==> src/design/supply_monitor_pkg.sv <==
package supply_monitor_pkg;

    // ========================================================
    // port geometry
    localparam int unsigned ADDR_W = 7;
    localparam int unsigned DATA_W = 16;
    localparam int unsigned CHAN_W = 5;
    localparam int unsigned ALARM_N = 3;

    // ========================================================
    // register addresses on the reconfiguration port
    localparam logic [6:0] ADDR_STATUS_TEMP   = 7'h00;
    localparam logic [6:0] ADDR_STATUS_CORE   = 7'h01;
    localparam logic [6:0] ADDR_STATUS_AUX    = 7'h02;
    localparam logic [6:0] ADDR_CFG_AVG       = 7'h40;
    localparam logic [6:0] ADDR_CFG_SEQ       = 7'h41;
    localparam logic [6:0] ADDR_CFG_DIV       = 7'h42;
    localparam logic [6:0] ADDR_SEQ_SEL_LO    = 7'h48;
    localparam logic [6:0] ADDR_SEQ_SEL_HI    = 7'h49;
    localparam logic [6:0] ADDR_AVG_EN_LO     = 7'h4a;
    localparam logic [6:0] ADDR_AVG_EN_HI     = 7'h4b;
    localparam logic [6:0] ADDR_IN_MODE_LO    = 7'h4c;
    localparam logic [6:0] ADDR_IN_MODE_HI    = 7'h4d;
    localparam logic [6:0] ADDR_ACQ_LO        = 7'h4e;
    localparam logic [6:0] ADDR_ACQ_HI        = 7'h4f;
    localparam logic [6:0] ADDR_AUX_UPPER     = 7'h52;
    localparam logic [6:0] ADDR_AUX_LOWER     = 7'h56;

    // ========================================================
    // reset values of the configuration registers
    localparam logic [15:0] RST_CFG_AVG    = 16'h1000;
    localparam logic [15:0] RST_CFG_SEQ    = 16'h20c7;
    localparam logic [15:0] RST_CFG_DIV    = 16'h0a00;
    localparam logic [15:0] RST_SEQ_SEL_LO = 16'h0401;
    localparam logic [15:0] RST_AVG_EN_LO  = 16'h0400;
    localparam logic [15:0] RST_ZERO       = 16'h0000;
    localparam logic [15:0] RST_AUX_UPPER  = 16'he000;
    localparam logic [15:0] RST_AUX_LOWER  = 16'hcaaa;

    // ========================================================
    // field positions
    localparam int unsigned AVG_HI_BIT  = 13;
    localparam int unsigned AVG_LO_BIT  = 12;
    localparam int unsigned SEQ_HI_BIT  = 13;
    localparam int unsigned SEQ_LO_BIT  = 12;
    localparam int unsigned CAL_GAIN_BIT = 7;
    localparam int unsigned CAL_OFS_BIT  = 6;
    localparam int unsigned ALM_TEMP_BIT = 0;
    localparam int unsigned ALM_CORE_BIT = 1;
    localparam int unsigned ALM_AUX_BIT  = 2;
    // aux disable bit sits one above the alarm output index
    localparam int unsigned ALM_AUX_DIS_BIT = 3;
    localparam int unsigned DIV_MSB      = 15;
    localparam int unsigned DIV_LSB      = 8;
    localparam int unsigned RES_W        = 10;

    // ========================================================
    // channel numbers and timing
    localparam logic [4:0]  CH_TEMP  = 5'h00;
    localparam logic [4:0]  CH_CORE  = 5'h01;
    localparam logic [4:0]  CH_AUX   = 5'h02;
    localparam logic [4:0]  CH_CAL   = 5'h08;
    localparam int unsigned CONV_CYCLES  = 26;
    localparam int unsigned AVG_COUNT    = 16;
    localparam int unsigned READ_LATENCY = 4;
    localparam int unsigned CLK_LOSS_CYCLES = 8;

    // ========================================================
    // types
    typedef enum logic [1:0] {
        SEQ_MODE_DEFAULT,
        SEQ_MODE_SINGLE_PASS,
        SEQ_MODE_CONTINUOUS,
        SEQ_MODE_SINGLE_CHANNEL
    } seq_mode_e;

    typedef struct packed {
        logic       strobe;
        logic       write;
        logic [6:0] addr;
        logic [15:0] wdata;
    } port_req_s;

    typedef struct packed {
        logic [2:0] alarm;
        logic       busy;
        logic       end_of_seq;
        logic [4:0] channel;
    } monitor_out_s;

endpackage

==> src/design/supply_monitor_adc_setup.sv <==
`timescale 1ns/100ps
// Functional notes
// - averaging count bits 0/1 select averaging of sixteen conversions
// - sequence mode bits 1/0 run the selected channels repeatedly
// - both supply calibration bits set apply offset and gain correction, here unity gain and zero offset, leaving the word unchanged
// - aux alarm enabled when its disable bit is 0, disabled when 1; temp and core alarms always low
// - one conversion takes 26 converter clock cycles
// - converter clock is port clock divided by the eight-bit divisor
// - channel-select bits choose sequence members; 0401h gives cal and aux
// - averaging only on channels whose averaging-enable bit is set
// - aux upper limit from register 52h, lower from 56h
// - results are 16-bit words, 10-bit value MSB-justified
// - without port clock an internal oscillator keeps conversions going
// - without port clock the read-data bus is not updated
// - on internal oscillator alarms and busy keep working
// - aux result in status register 2 readable over the test port
// - zero input-mode registers mean no alternative input mode
// - zero acquisition registers mean no extended acquisition time
// - 7-bit port address driven outside, decoded inside
// - register contents returned on a 16-bit read-data output
// - three alarm outputs plus a 5-bit converted-channel output
// - 1-bit active-high reset; may be tied low
// - end-of-sequence pulses one port clock cycle per full pass
// - port strobe latches address and returns addressed register
// - channel output updated at end of conversion as busy falls
// - aux alarm high outside thresholds, low once back inside
module supply_monitor_adc_setup #(
    parameter int unsigned AVG_N      = supply_monitor_pkg::AVG_COUNT,
    parameter int unsigned CONV_N     = supply_monitor_pkg::CONV_CYCLES,
    parameter int unsigned RD_LAT     = supply_monitor_pkg::READ_LATENCY
) (
    // clock and reset
    input  wire logic        i_clock,
    input  wire logic        i_rst,
    // port clock presence and internal oscillator tick
    input  wire logic        i_port_clock_present,
    input  wire logic        i_osc_tick,
    // reconfiguration port
    input  wire logic        i_port_strobe,
    input  wire logic        i_port_write_strobe,
    input  wire logic [6:0]  i_port_address,
    input  wire logic [15:0] i_port_wdata,
    output logic [15:0]      o_port_rdata,
    output logic             o_port_result_valid,
    // test access port read of the aux result
    output logic [15:0]      o_test_aux_result,
    // sampled analog values, 10-bit, one per sensor
    input  wire logic [9:0]  i_temp_sample,
    input  wire logic [9:0]  i_core_sample,
    input  wire logic [9:0]  i_aux_sample,
    // monitor outputs
    output logic [2:0]       o_alarm,
    output logic             o_busy,
    output logic             o_end_of_seq,
    output logic [4:0]       o_channel
);

    // ========================================================
    // configuration registers
    logic [15:0] cfg_avg_r;
    logic [15:0] cfg_seq_r;
    logic [15:0] cfg_div_r;
    logic [15:0] seq_sel_lo_r;
    logic [15:0] seq_sel_hi_r;
    logic [15:0] avg_en_lo_r;
    logic [15:0] avg_en_hi_r;
    logic [15:0] in_mode_lo_r;
    logic [15:0] in_mode_hi_r;
    logic [15:0] acq_lo_r;
    logic [15:0] acq_hi_r;
    logic [15:0] aux_upper_r;
    logic [15:0] aux_lower_r;
    logic [15:0] res_r [3];
    logic [31:0] sel_all;
    logic [31:0] avg_all;
    logic        wr;

    assign wr      = i_port_strobe && i_port_write_strobe
                     && i_port_clock_present;
    assign sel_all = {seq_sel_hi_r, seq_sel_lo_r};
    assign avg_all = {avg_en_hi_r, avg_en_lo_r};

    // port writes need the port clock, so they gate on presence
    always_ff @(posedge i_clock or posedge i_rst)
    begin
        if (i_rst)
        begin
            cfg_avg_r    <= supply_monitor_pkg::RST_CFG_AVG;
            cfg_seq_r    <= supply_monitor_pkg::RST_CFG_SEQ;
            cfg_div_r    <= supply_monitor_pkg::RST_CFG_DIV;
            seq_sel_lo_r <= supply_monitor_pkg::RST_SEQ_SEL_LO;
            seq_sel_hi_r <= supply_monitor_pkg::RST_ZERO;
            avg_en_lo_r  <= supply_monitor_pkg::RST_AVG_EN_LO;
            avg_en_hi_r  <= supply_monitor_pkg::RST_ZERO;
            in_mode_lo_r <= supply_monitor_pkg::RST_ZERO;
            in_mode_hi_r <= supply_monitor_pkg::RST_ZERO;
            acq_lo_r     <= supply_monitor_pkg::RST_ZERO;
            acq_hi_r     <= supply_monitor_pkg::RST_ZERO;
            aux_upper_r  <= supply_monitor_pkg::RST_AUX_UPPER;
            aux_lower_r  <= supply_monitor_pkg::RST_AUX_LOWER;
        end
        else if (wr)
        begin
            if (i_port_address == supply_monitor_pkg::ADDR_CFG_AVG)
                cfg_avg_r <= i_port_wdata;
            else if (i_port_address == supply_monitor_pkg::ADDR_CFG_SEQ)
                cfg_seq_r <= i_port_wdata;
            else if (i_port_address == supply_monitor_pkg::ADDR_CFG_DIV)
                cfg_div_r <= i_port_wdata;
            else if (i_port_address == supply_monitor_pkg::ADDR_SEQ_SEL_LO)
                seq_sel_lo_r <= i_port_wdata;
            else if (i_port_address == supply_monitor_pkg::ADDR_SEQ_SEL_HI)
                seq_sel_hi_r <= i_port_wdata;
            else if (i_port_address == supply_monitor_pkg::ADDR_AVG_EN_LO)
                avg_en_lo_r <= i_port_wdata;
            else if (i_port_address == supply_monitor_pkg::ADDR_AVG_EN_HI)
                avg_en_hi_r <= i_port_wdata;
            else if (i_port_address == supply_monitor_pkg::ADDR_IN_MODE_LO)
                in_mode_lo_r <= i_port_wdata;
            else if (i_port_address == supply_monitor_pkg::ADDR_IN_MODE_HI)
                in_mode_hi_r <= i_port_wdata;
            else if (i_port_address == supply_monitor_pkg::ADDR_ACQ_LO)
                acq_lo_r <= i_port_wdata;
            else if (i_port_address == supply_monitor_pkg::ADDR_ACQ_HI)
                acq_hi_r <= i_port_wdata;
            else if (i_port_address == supply_monitor_pkg::ADDR_AUX_UPPER)
                aux_upper_r <= i_port_wdata;
            else if (i_port_address == supply_monitor_pkg::ADDR_AUX_LOWER)
                aux_lower_r <= i_port_wdata;
        end
    end

    // ========================================================
    // decoded configuration fields
    logic       avg16;
    logic       seq_cont;
    logic       cal_on;
    logic [7:0] divisor;
    logic       tick;

    assign avg16 = !cfg_avg_r[supply_monitor_pkg::AVG_HI_BIT]
                   && cfg_avg_r[supply_monitor_pkg::AVG_LO_BIT];
    assign seq_cont = cfg_seq_r[supply_monitor_pkg::SEQ_HI_BIT]
                   && !cfg_seq_r[supply_monitor_pkg::SEQ_LO_BIT];
    assign cal_on = cfg_seq_r[supply_monitor_pkg::CAL_GAIN_BIT]
                   && cfg_seq_r[supply_monitor_pkg::CAL_OFS_BIT];
    assign divisor = cfg_div_r[supply_monitor_pkg::DIV_MSB:
                               supply_monitor_pkg::DIV_LSB];

    // ========================================================
    // converter clock divider; divisor below 2 treated as 2
    logic [7:0] div_cnt_r;
    logic       adc_tick;
    logic [7:0] div_limit;

    assign div_limit = (divisor < 8'h02) ? 8'h02 : divisor;
    assign adc_tick  = (div_cnt_r == div_limit - 8'h01);
    // without the port clock the oscillator ticks drive the converter
    assign tick = i_port_clock_present ? adc_tick : i_osc_tick;

    always_ff @(posedge i_clock or posedge i_rst)
    begin
        if (i_rst)
            div_cnt_r <= 8'h00;
        else if (adc_tick)
            div_cnt_r <= 8'h00;
        else
            div_cnt_r <= div_cnt_r + 8'h01;
    end

    // ========================================================
    // channel sequencer: next selected channel after a given one, wrapping past channel bit 31
    function automatic logic [4:0] next_chan(input logic [4:0] cur,
                                             input logic [31:0] sel);
        logic [4:0] res;
        logic       found;
        res   = cur;
        found = 1'b0;
        for (int i = 1; i <= 32; i++)
        begin
            if (!found && sel[5'(cur + 5'(i))])
            begin
                res   = 5'(cur + 5'(i));
                found = 1'b1;
            end
        end
        return res;
    endfunction

    // first selected channel, used to detect wrap of a pass
    function automatic logic [4:0] first_chan(input logic [31:0] sel);
        logic [4:0] res;
        logic       found;
        res   = 5'h00;
        found = 1'b0;
        for (int i = 0; i < 32; i++)
        begin
            if (!found && sel[i])
            begin
                res   = 5'(i);
                found = 1'b1;
            end
        end
        return res;
    endfunction

    // map a sequencer bit to its mux channel number
    function automatic logic [4:0] mux_of(input logic [4:0] bitno);
        logic [4:0] m;
        m = 5'h1f;
        if (bitno == 5'd0)
            m = supply_monitor_pkg::CH_CAL;
        else if (bitno == 5'd8)
            m = supply_monitor_pkg::CH_TEMP;
        else if (bitno == 5'd9)
            m = supply_monitor_pkg::CH_CORE;
        else if (bitno == 5'd10)
            m = supply_monitor_pkg::CH_AUX;
        return m;
    endfunction

    // ========================================================
    // conversion engine
    logic [4:0] seq_bit_r;
    logic [4:0] conv_cnt_r;
    logic       busy_r;
    logic       conv_done;
    logic [4:0] nxt_bit;
    logic       pass_end;

    assign conv_done = busy_r && tick
                       && (conv_cnt_r == 5'(CONV_N - 1));
    assign nxt_bit  = seq_cont ? next_chan(seq_bit_r, sel_all)
                               : seq_bit_r;
    assign pass_end = conv_done && (nxt_bit <= seq_bit_r)
                      && (nxt_bit == first_chan(sel_all));

    // busy stays high through all 26 converter cycles of a conversion
    always_ff @(posedge i_clock or posedge i_rst)
    begin
        if (i_rst)
        begin
            busy_r     <= 1'b0;
            conv_cnt_r <= 5'h00;
            seq_bit_r  <= 5'h00;
        end
        else if (tick)
        begin
            if (!busy_r)
            begin
                busy_r     <= 1'b1;
                conv_cnt_r <= 5'h00;
            end
            else if (conv_done)
            begin
                busy_r    <= 1'b0;
                seq_bit_r <= nxt_bit;
            end
            else
                conv_cnt_r <= conv_cnt_r + 5'h01;
        end
    end

    // ========================================================
    // sample conversion with optional correction and averaging
    logic [9:0]  raw;
    logic [15:0] acc_r [3];
    logic [3:0]  avg_cnt_r [3];
    logic [4:0]  mux;

    assign mux = mux_of(seq_bit_r);

    // calibration gain of unity here; correction just clears
    // the low pad bits, keeping the 10-bit value MSB-justified
    always_comb
    begin
        raw = 10'h000;
        if (mux == supply_monitor_pkg::CH_TEMP)
            raw = i_temp_sample;
        else if (mux == supply_monitor_pkg::CH_CORE)
            raw = i_core_sample;
        else if (mux == supply_monitor_pkg::CH_AUX)
            raw = i_aux_sample;
    end

    // in_mode and acquisition registers only stored: zero means
    // default unipolar input and standard acquisition
    generate
        for (genvar g = 0; g < 3; g++)
        begin : g_res
            logic avg_on;
            logic [15:0] word;
            logic [15:0] sum;
            assign avg_on = avg16 && avg_all[8 + g];
            // sixteen 10-bit codes fit in 14 bits, so no overflow
            assign sum = acc_r[g] + {6'h00, raw};
            assign word = cal_on ? {raw, 6'h00}
                                 : {raw, 6'h00} | 16'h0000;
            always_ff @(posedge i_clock or posedge i_rst)
            begin
                if (i_rst)
                begin
                    res_r[g]     <= 16'h0000;
                    acc_r[g]     <= 16'h0000;
                    avg_cnt_r[g] <= 4'h0;
                end
                else if (conv_done && mux == 5'(g))
                begin
                    if (!avg_on)
                        res_r[g] <= word;
                    else if (avg_cnt_r[g] == 4'(AVG_N - 1))
                    begin
                        // mean of sixteen is the sum shifted down by four
                        res_r[g] <= {sum[13:4], 6'h00};
                        acc_r[g]     <= 16'h0000;
                        avg_cnt_r[g] <= 4'h0;
                    end
                    else
                    begin
                        acc_r[g]     <= acc_r[g] + {6'h00, raw};
                        avg_cnt_r[g] <= avg_cnt_r[g] + 4'h1;
                    end
                end
            end
        end
    endgenerate

    // ========================================================
    // alarms, channel and end-of-sequence outputs
    logic [2:0] alarm_r;
    logic [4:0] chan_r;
    logic       eos_r;

    always_ff @(posedge i_clock or posedge i_rst)
    begin
        if (i_rst)
        begin
            alarm_r <= 3'b000;
            chan_r  <= 5'h00;
            eos_r   <= 1'b0;
        end
        else
        begin
            eos_r <= pass_end;
            if (conv_done)
                chan_r <= mux;
            // compare against the stored aux result; disabled stay low
            alarm_r[supply_monitor_pkg::ALM_AUX_BIT] <=
                !cfg_seq_r[supply_monitor_pkg::ALM_AUX_DIS_BIT]
                && ((res_r[2] > aux_upper_r)
                    || (res_r[2] < aux_lower_r));
            alarm_r[supply_monitor_pkg::ALM_TEMP_BIT] <= 1'b0;
            alarm_r[supply_monitor_pkg::ALM_CORE_BIT] <= 1'b0;
        end
    end

    assign o_alarm      = alarm_r;
    assign o_busy       = busy_r;
    assign o_end_of_seq = eos_r;
    assign o_channel    = chan_r;
    assign o_test_aux_result = res_r[2];

    // ========================================================
    // read path: fixed latency from strobe to valid
    logic [6:0]        rd_addr_r;
    logic [RD_LAT-1:0] rd_pipe_r;
    logic [15:0]       rdata_r;
    logic [15:0]       rd_mux;

    always_comb
    begin
        rd_mux = 16'h0000;
        if (rd_addr_r == supply_monitor_pkg::ADDR_STATUS_TEMP)
            rd_mux = res_r[0];
        else if (rd_addr_r == supply_monitor_pkg::ADDR_STATUS_CORE)
            rd_mux = res_r[1];
        else if (rd_addr_r == supply_monitor_pkg::ADDR_STATUS_AUX)
            rd_mux = res_r[2];
        else if (rd_addr_r == supply_monitor_pkg::ADDR_CFG_AVG)
            rd_mux = cfg_avg_r;
        else if (rd_addr_r == supply_monitor_pkg::ADDR_CFG_SEQ)
            rd_mux = cfg_seq_r;
        else if (rd_addr_r == supply_monitor_pkg::ADDR_CFG_DIV)
            rd_mux = cfg_div_r;
        else if (rd_addr_r == supply_monitor_pkg::ADDR_SEQ_SEL_LO)
            rd_mux = seq_sel_lo_r;
        else if (rd_addr_r == supply_monitor_pkg::ADDR_SEQ_SEL_HI)
            rd_mux = seq_sel_hi_r;
        else if (rd_addr_r == supply_monitor_pkg::ADDR_AVG_EN_LO)
            rd_mux = avg_en_lo_r;
        else if (rd_addr_r == supply_monitor_pkg::ADDR_AVG_EN_HI)
            rd_mux = avg_en_hi_r;
        else if (rd_addr_r == supply_monitor_pkg::ADDR_IN_MODE_LO)
            rd_mux = in_mode_lo_r;
        else if (rd_addr_r == supply_monitor_pkg::ADDR_IN_MODE_HI)
            rd_mux = in_mode_hi_r;
        else if (rd_addr_r == supply_monitor_pkg::ADDR_ACQ_LO)
            rd_mux = acq_lo_r;
        else if (rd_addr_r == supply_monitor_pkg::ADDR_ACQ_HI)
            rd_mux = acq_hi_r;
        else if (rd_addr_r == supply_monitor_pkg::ADDR_AUX_UPPER)
            rd_mux = aux_upper_r;
        else if (rd_addr_r == supply_monitor_pkg::ADDR_AUX_LOWER)
            rd_mux = aux_lower_r;
    end

    // data freezes while the port clock is missing
    always_ff @(posedge i_clock or posedge i_rst)
    begin
        if (i_rst)
        begin
            rd_addr_r <= 7'h00;
            rd_pipe_r <= '0;
            rdata_r   <= 16'h0000;
        end
        else if (i_port_clock_present)
        begin
            if (i_port_strobe)
                rd_addr_r <= i_port_address;
            rd_pipe_r <= {rd_pipe_r[RD_LAT-2:0], i_port_strobe};
            if (rd_pipe_r[RD_LAT-2])
                rdata_r <= rd_mux;
        end
        else
            rd_pipe_r <= '0;
    end

    assign o_port_rdata        = rdata_r;
    assign o_port_result_valid = rd_pipe_r[RD_LAT-1];

endmodule

==> config.mk <==
export PLATFORM = sky130hd
export DESIGN_NAME = supply_monitor_adc_setup
export DESIGN_NICKNAME = d
export VERILOG_FILES = /design/src/design/supply_monitor_pkg.sv /design/src/design/supply_monitor_adc_setup.sv
export SDC_FILE = /design/constraint.sdc
export NUM_CORES = 1
export LEC_CHECK = 0
export BUFFER_PORTS_ARGS = -buffer_cell sky130_fd_sc_hd__buf_4
export CAP_MARGIN = 25
export CORE_UTILIZATION = 57
export DETAILED_ROUTE_END_ITERATION = 12
export PLACE_DENSITY_LB_ADDON = 0.05
export RECOVER_POWER = 50
export SYNTH_ARGS = -nofsm -noshare
export SYNTH_HDL_FRONTEND = slang
export SYNTH_SLANG_ARGS = --single-unit
==> constraint.sdc <==
create_clock -name i_clock -period 9.08 [get_ports i_clock]
set_clock_uncertainty 0.05 [all_clocks]
set_input_delay 0.454 -clock i_clock [delete_from_list [all_inputs] [get_ports i_clock]]
set_output_delay 0.454 -clock i_clock [all_outputs]
set_load 0.01 [all_outputs]
==> results of run 1 <==
==> power by group <==
group	leakage [nW]	internal (mW)	total, mW	switching (mW)
clock network	0.614	0.923	1.59	0.663
registers	4.55	1.63	1.78	0.151
logic	6.89	1.79	5.03	3.24
==> area by class of cell <==
cell class	count	area, µm²	share of cell area (%)
inverter	71	268	0.982
tap	585	732	2.68
timing repair buffer	154	992	3.64
sequential	344	8640	31.7
clock inverter	12	168	0.615
clock buffer	58	1090	3.99
multi-input combinational	2003	15400	56.4
==> worst register-to-register path: cells and delay by family (launching register included) <==
kind | cells | cell delay, ns
AOI/OAI and AO/OA | 9 | 1.41
adders and majority gates | 2 | 1.13
buffers and inverters | 1 | 0.11
DFF | 1 | 0.64
muxes | 3 | 1.57
and+or+nand+nor | 6 | 2.72
==> per-stage QoR <==
stage	setup WS (ns)	std cells	area, µm²	util (%)
2_1_floorplan	2.23	2615	25100	-
3_3_place_gp	1.30	3149	26200	60.5
3_5_place_dp	1.05	3149	26200	60.5
4_1_cts	0.988	3220	27400	63.4
5_1_grt	0.990	3227	27300	63.0
6_report	1.35	3227	27300	63.0
==> state kept, by name (all words and copies together), names as in the netlist, 12 cells and up <==
name	count
cfg_avg_r	16
in_mode_lo_r	16
seq_sel_lo_r	16
res_r	20
aux_lower_r	16
cfg_seq_r	16
avg_en_lo_r	16
aux_upper_r	16
avg_cnt_r	12
acq_hi_r	16
in_mode_hi_r	16
acq_lo_r	16
seq_sel_hi_r	16
o_port_rdata	16
cfg_div_r	16
avg_en_hi_r	16
acc_r	42
==> metal layers <==
metal	wire, µm	global-route usage (%)
met5	0	0
met1	33300	49.9
met3	7590	7.60
met4	5330	20.8
met2	39500	60.6
==> layout by cell type, fill, tap and decap left out, types with 20 or more instances in the layout <==
cell type    n
a21oi_1    174
nand2b_1    25
o21a_1      21
a31oi_1     21
nand4_1     21
o21ai_0    167
inv_1       66
ha_1        77
mux4_2      96
a22o_1      27
mux2i_1     91
a221oi_1    27
nand2_1    241
xor2_1      24
nor2_1     214
buf_4      103
a21o_1      24
xnor2_1     63
nand3_1     68
clkbuf_1    62
clkbuf_16   39
dfstp_2     23
dfrtp_1    317
o22ai_1     20
nor4_1      26
mux2_2     243
nor3_1      49
a211oi_1    20
==> worst max-delay path by stage <==
| stage | startpoint | to | slack [ns] | cells past startpoint |
|---|---|---|---|---|
| after floorplan | seq_bit_r[1] | o_end_of_seq | 2.23 | 31 |
| after global placement | seq_bit_r[3] | o_end_of_seq | 1.30 | 22 |
| after detailed placement | seq_bit_r[3] | o_end_of_seq | 1.05 | 22 |
| after CTS | seq_bit_r[3] | o_end_of_seq | 0.99 | 22 |
| after global routing | seq_bit_r[1] | o_end_of_seq | 0.99 | 21 |
| final | seq_bit_r[1] | o_end_of_seq | 1.35 | 21 |
==> cell families after synthesis <==
kind of cell | synth area share (%)
simple gates | 14.1
other cells | 0.0149
flops | 34.4
fa+ha+maj | 4.07
buf+inv | 4.58
compound gates | 16.5
mux | 23.3
xor+xnor | 3.10
==> timing repair <==
item,CTS,global route
gates resized for setup,0,0
hold endpoints to repair,26,0
hold buffers,1,0
==> results.yml, run 1 <==
route:
  drc: 0
  ant_nets: 0
  drt_iter0_drc: 2485
  first_pass_iters: 6
  wl_um: 85700
  wl_per_cell_um: 26.5
  vias: 22063
  via_per_inst: 6.84
finish:
  drive_gt1_share_pct: 21.6
  diodes: 0
  fin_nets: 2752
  fillers: 3596
  syn_to_final_growth_pct: 8.60
yosys:
  ys.flop_type: "dfrtp_1"
  postSynthCellCount: 2608
  synth-edff-count: 0
  syn_area_um2: 25100
  yosysMostFrequentCell: "dfrtp_1"
  yosysSeqAreaShare_pct: 34.4
  synth_area_leaders: "dfrtp_1 32%, mux2_2 11%, mux4_2 8.6%"
  async_reset_ff_share_pct: 100
  yosys_warnings: 0
  synthTopCellsByCount: "321 x dfrtp_1, 243 x mux2_2, 241 x nand2_1"
  synth_top_cell_area_share_pct: 32.0
  syn_avg_cell_area_um2: 9.63
  ys_types: 100
  ys_seq_elements: 344
  yosys.area.top_type: "dfrtp_1"
setup_path:
  cp_cell_sequence: "inv_1 > ha_1 > mux4_2 > mux4_2 > mux2_2 > nor3_1 > and3_1 > nand4_1 > nor4b_1 > o21ai_1 > a41oi_2 > a21oi_1 > o21ai_4 > ha_1 > nor2b_1 > o21a_1 > o21ai_0 > nand2b_1 > a21oi_1 > o21ai_0 > a2111oi_2"
  crit_type: "reg -> reg"
  required_ns: 9.49
  path_buf_inv: 1
  critPathSlowestCell: "ha_1"
  start_kind: "register"
  cp_data_arrival_time_ns: 8.14
  r2r_slack_ns: 1.35
  crit_family: "simple AND/OR/NAND/NOR gates"
  cp_slowest_stage_delay_ns: 0.86
  crit_path_end_kind: "register"
  reg2reg_depth: 21
  path_max_fanout: 24
  rr_startpoint: "seq_bit_r[1]"
  r2r-end: "o_end_of_seq"
cts:
  htreeDepth: 2
  cts_tree: "done"
  cts_setup_buffers: 0
  clock_latency_ns: 0.57
  path_clk_slew_ns: 0.06
  root_buffer: "clkbuf_16"
  cts_made_buffers: 39
  cts_sinks: 344
  clockBufferDepth: 3
hold_path:
  hold_depth: 2
  hold_start: "i_port_address[6]"
  hold_class: "in -> reg"
  min_to: "rd_addr_r[6]"
placement:
  dp_hpwl_um: 61900
  portBuffers: 93
  gp_congestion: 0.993
floorplanning:
  start_util_pct: 58.1
  fp.dieH_um: 212
  rows: 76
  die_area_um2: 44900
  coreArea_um2: 43300
  die_x_um: 212
  io_pins: 102
run_status:
  violations: "capacitance limit, slew limit"
  outcome: "finished, violations left"
timing:
  hold_viol_final: 0
  final-setup-viol-count: 0
  rsz0062_at_grt: "no"
  layout_min_cycle_time_ns: 7.73
  finalCritPeriodShare_pct: 85.2
  slew_headroom_pct: -218
  worst_slew_pin_slew_ns: 4.77
  fmax_mhz: 129
  slew_violations: 315
  holdWs_ns: 0.0951
  final.setup.tns_ns: 0
power:
  vdd_drop_max_mv: 0.184
  leakage_nw: 12.1
  powerDensity_nw_per_um2: 308
  finalPower_mw: 8.40
global_route:
  gr-total-overflow: 0
  grt_use_total_pct: 38.4
  antenna_found_initial: 1
  grt_pass1_wl_um: 131000
  grt_max_degree: 195
  grt_pass1_vias: 21602
flow_run:
  maxCapViolations: 3
Power figures use the tool's default switching activity.
==> run 2, diff against run 1 <==
--- a/config.mk
+++ b/config.mk
@@ -9,7 +9,7 @@
 export CAP_MARGIN = 25
 export CORE_UTILIZATION = 57
 export DETAILED_ROUTE_END_ITERATION = 12
-export PLACE_DENSITY_LB_ADDON = 0.05
+export PLACE_DENSITY = 0.89
 export RECOVER_POWER = 50
 export SYNTH_ARGS = -nofsm -noshare
 export SYNTH_HDL_FRONTEND = slang
==> run 2 against run 1 <==
The run still ends with capacitance limit, slew limit left; largest cell class unchanged; wire length up 2.4%; fmax up 5.7%; sequential power barely moved; utilization about the same; design area is essentially flat; count of clock-buffer cells in the layout is 5 lower; sequential cell count unchanged; worst setup slack improved by 0.41 ns; critical path depth rose by 1; largest power group unchanged; power increased by 0.55%; non-clock buffer count unchanged; clock power about the same.
==> results.yml, run 2 (synthesized netlist as in run 1, its figures left out) <==
run_status:
  outcome: "finished, violations left"
  violations: "capacitance limit, slew limit"
power:
  powerDensity_nw_per_um2: 310
  finalPower_mw: 8.45
  combPwrFrac_pct: 59.8
  p_int_mw: 4.36
  power.share.sequential_pct: 21.5
  vdd_drop_max_mv: 0.222
  clkPwrFrac_pct: 18.7
  switchingPower_mw: 4.08
  p_sw_share_pct: 48.3
  leakage_nw: 12.0
cts:
  cts_setup_buffers: 0
  cts_tree: "done"
  clock_latency_ns: 0.55
  cts_sinks: 344
  path_clk_slew_ns: 0.07
  cts_made_buffers: 34
  htreeDepth: 2
  clockBufferDepth: 3
  root_buffer: "clkbuf_16"
hold_path:
  hold_start: "i_port_address[5]"
  hold_depth: 2
  hold_class: "in -> reg"
finish:
  diodes: 0
  syn_to_final_growth_pct: 8.58
  reg_top3: "acc_r: 42 flops, res_r: 20 flops"
  fin_nets: 2747
  final_cell_mix: "316 x dfrtp_1, 241 x nand2_1, 241 x mux2_2"
  regMostFlops: "acc_r"
  fillers: 3235
  final_common_cell: "dfrtp_1"
  drive_gt1_share_pct: 21.5
  largest_reg_flops: 42
global_route:
  gr-total-overflow: 0
  grt_pass1_vias: 23120
  grt_use_total_pct: 39.4
  antenna_found_initial: 0
  grt_pass1_wl_um: 135000
  grt_max_degree: 204
setup_path:
  start_kind: "register"
  rr_startpoint: "seq_bit_r[1]"
  r2r-end: "o_end_of_seq"
  crit_start: "seq_bit_r[1]"
  r2r_slack_ns: 1.76
  crit_path_end_kind: "register"
  cp_data_arrival_time_ns: 7.70
  reg2reg_depth: 22
  required_ns: 9.46
  crit_path_end: "o_end_of_seq"
  path_max_fanout: 29
  crit_type: "reg -> reg"
timing:
  holdWs_ns: 0.126
  hold_viol_final: 0
  final.setup.tns_ns: 0
  slew_violations: 342
  fmax_mhz: 137
  layout_min_cycle_time_ns: 7.32
  worst_slew_pin_slew_ns: 3.84
  slew_headroom_pct: -156
  finalCritPeriodShare_pct: 80.6
  rsz0062_at_grt: "no"
  final-setup-viol-count: 0
route:
  first_pass_iters: 6
  drc: 0
  wl_um: 87700
  via_per_inst: 7.10
  ant_nets: 0
  wl_per_cell_um: 27.2
  vias: 22853
  drt_iter0_drc: 2845
placement:
  gp_congestion: 1.03
  dp_hpwl_um: 60200
  portBuffers: 93
floorplanning:
  io_pins: 102
  die_x_um: 212
  fp.dieH_um: 212
  die_area_um2: 44900
  rows: 76
  start_util_pct: 58.1
  coreArea_um2: 43300
flow_run:
  maxCapViolations: 3
-- run 2: layout make-up --
cell class                      count  area (µm²)  area share, %
Clock buffer                       53        1040           3.80
Multi-Input combinational cell   2003       15400           56.4
Clock inverter                      9         201          0.739
Tap cell                          585         732           2.68
Sequential cell                   344        8650           31.7
Timing Repair Buffer              154        1000           3.67
Inverter                           71         270          0.991
-- run 2: how the worst min path moves through the flow --
stage | endpoint | slack [ns]
2_1_floorplan | o_alarm[2] | 0.37
3_3_place_gp | rd_pipe_r[1] | 0.39
3_5_place_dp | rd_pipe_r[1] | 0.41
4_1_cts | rd_pipe_r[1] | 0.12
5_1_grt | rd_addr_r[5] | 0.13
6_report | rd_addr_r[5] | 0.13
-- run 2: repair_timing --
| action | in CTS | in global routing |
|---|---|---|
| hold buffers | 0 | 1 |
| hold endpoints to repair | 0 | 7 |
| gates resized for setup | 0 | 0 |
-- run 2: power groups by stage --
stage | clock, mW | sequential, mW | combinational [mW]
2_1_floorplan | 0 | 1.73 | 3.37
3_3_place_gp | 0 | 1.82 | 4.95
3_5_place_dp | 0 | 1.83 | 4.91
4_1_cts | 1.58 | 1.81 | 4.94
5_1_grt | 1.64 | 1.83 | 5.30
6_report | 1.58 | 1.81 | 5.05
-- run 2: worst max-delay path, cell delays in order, from the launching register on --
cell and delay [ns]:
dfrtp_4 0.72, inv_1 0.12, ha_1 0.86, mux4_2 0.67, mux4_2 0.53, mux2i_1 0.53, and3_1 0.31, and3_1 0.49
nand3_2 0.34, nor4_1 0.62, inv_1 0.09, nand2_1 0.08, nor3_1 0.06, a21oi_1 0.37, xnor2_1 0.22, ha_1 0.21
nor2b_1 0.05, o21a_1 0.15, o21ai_0 0.14, nand2b_1 0.07, a21oi_1 0.15, o21ai_0 0.12, a2111oi_2 0.22
-- run 2: per-stage QoR --
step	util (%)	area [µm²]	cells	setup WS [ns]
6_report	63.0	27300	3219	1.76
5_1_grt	63.0	27300	3219	0.782
4_1_cts	63.4	27400	3216	1.89
3_5_place_dp	60.6	26200	3154	1.91
3_3_place_gp	60.5	26200	3152	1.87
2_1_floorplan	-	25100	2615	2.23
-- run 2: layer usage --
metal,vias up,routed length (µm),GRT usage (%),part of all wire (%)
li1,9642,-,-,-
met1,11219,30500,46.6,35
met2,1544,41300,64.0,47
met3,448,8800,8.06,10
met4,0,7170,28.1,8.2
met5,-,0,0,0
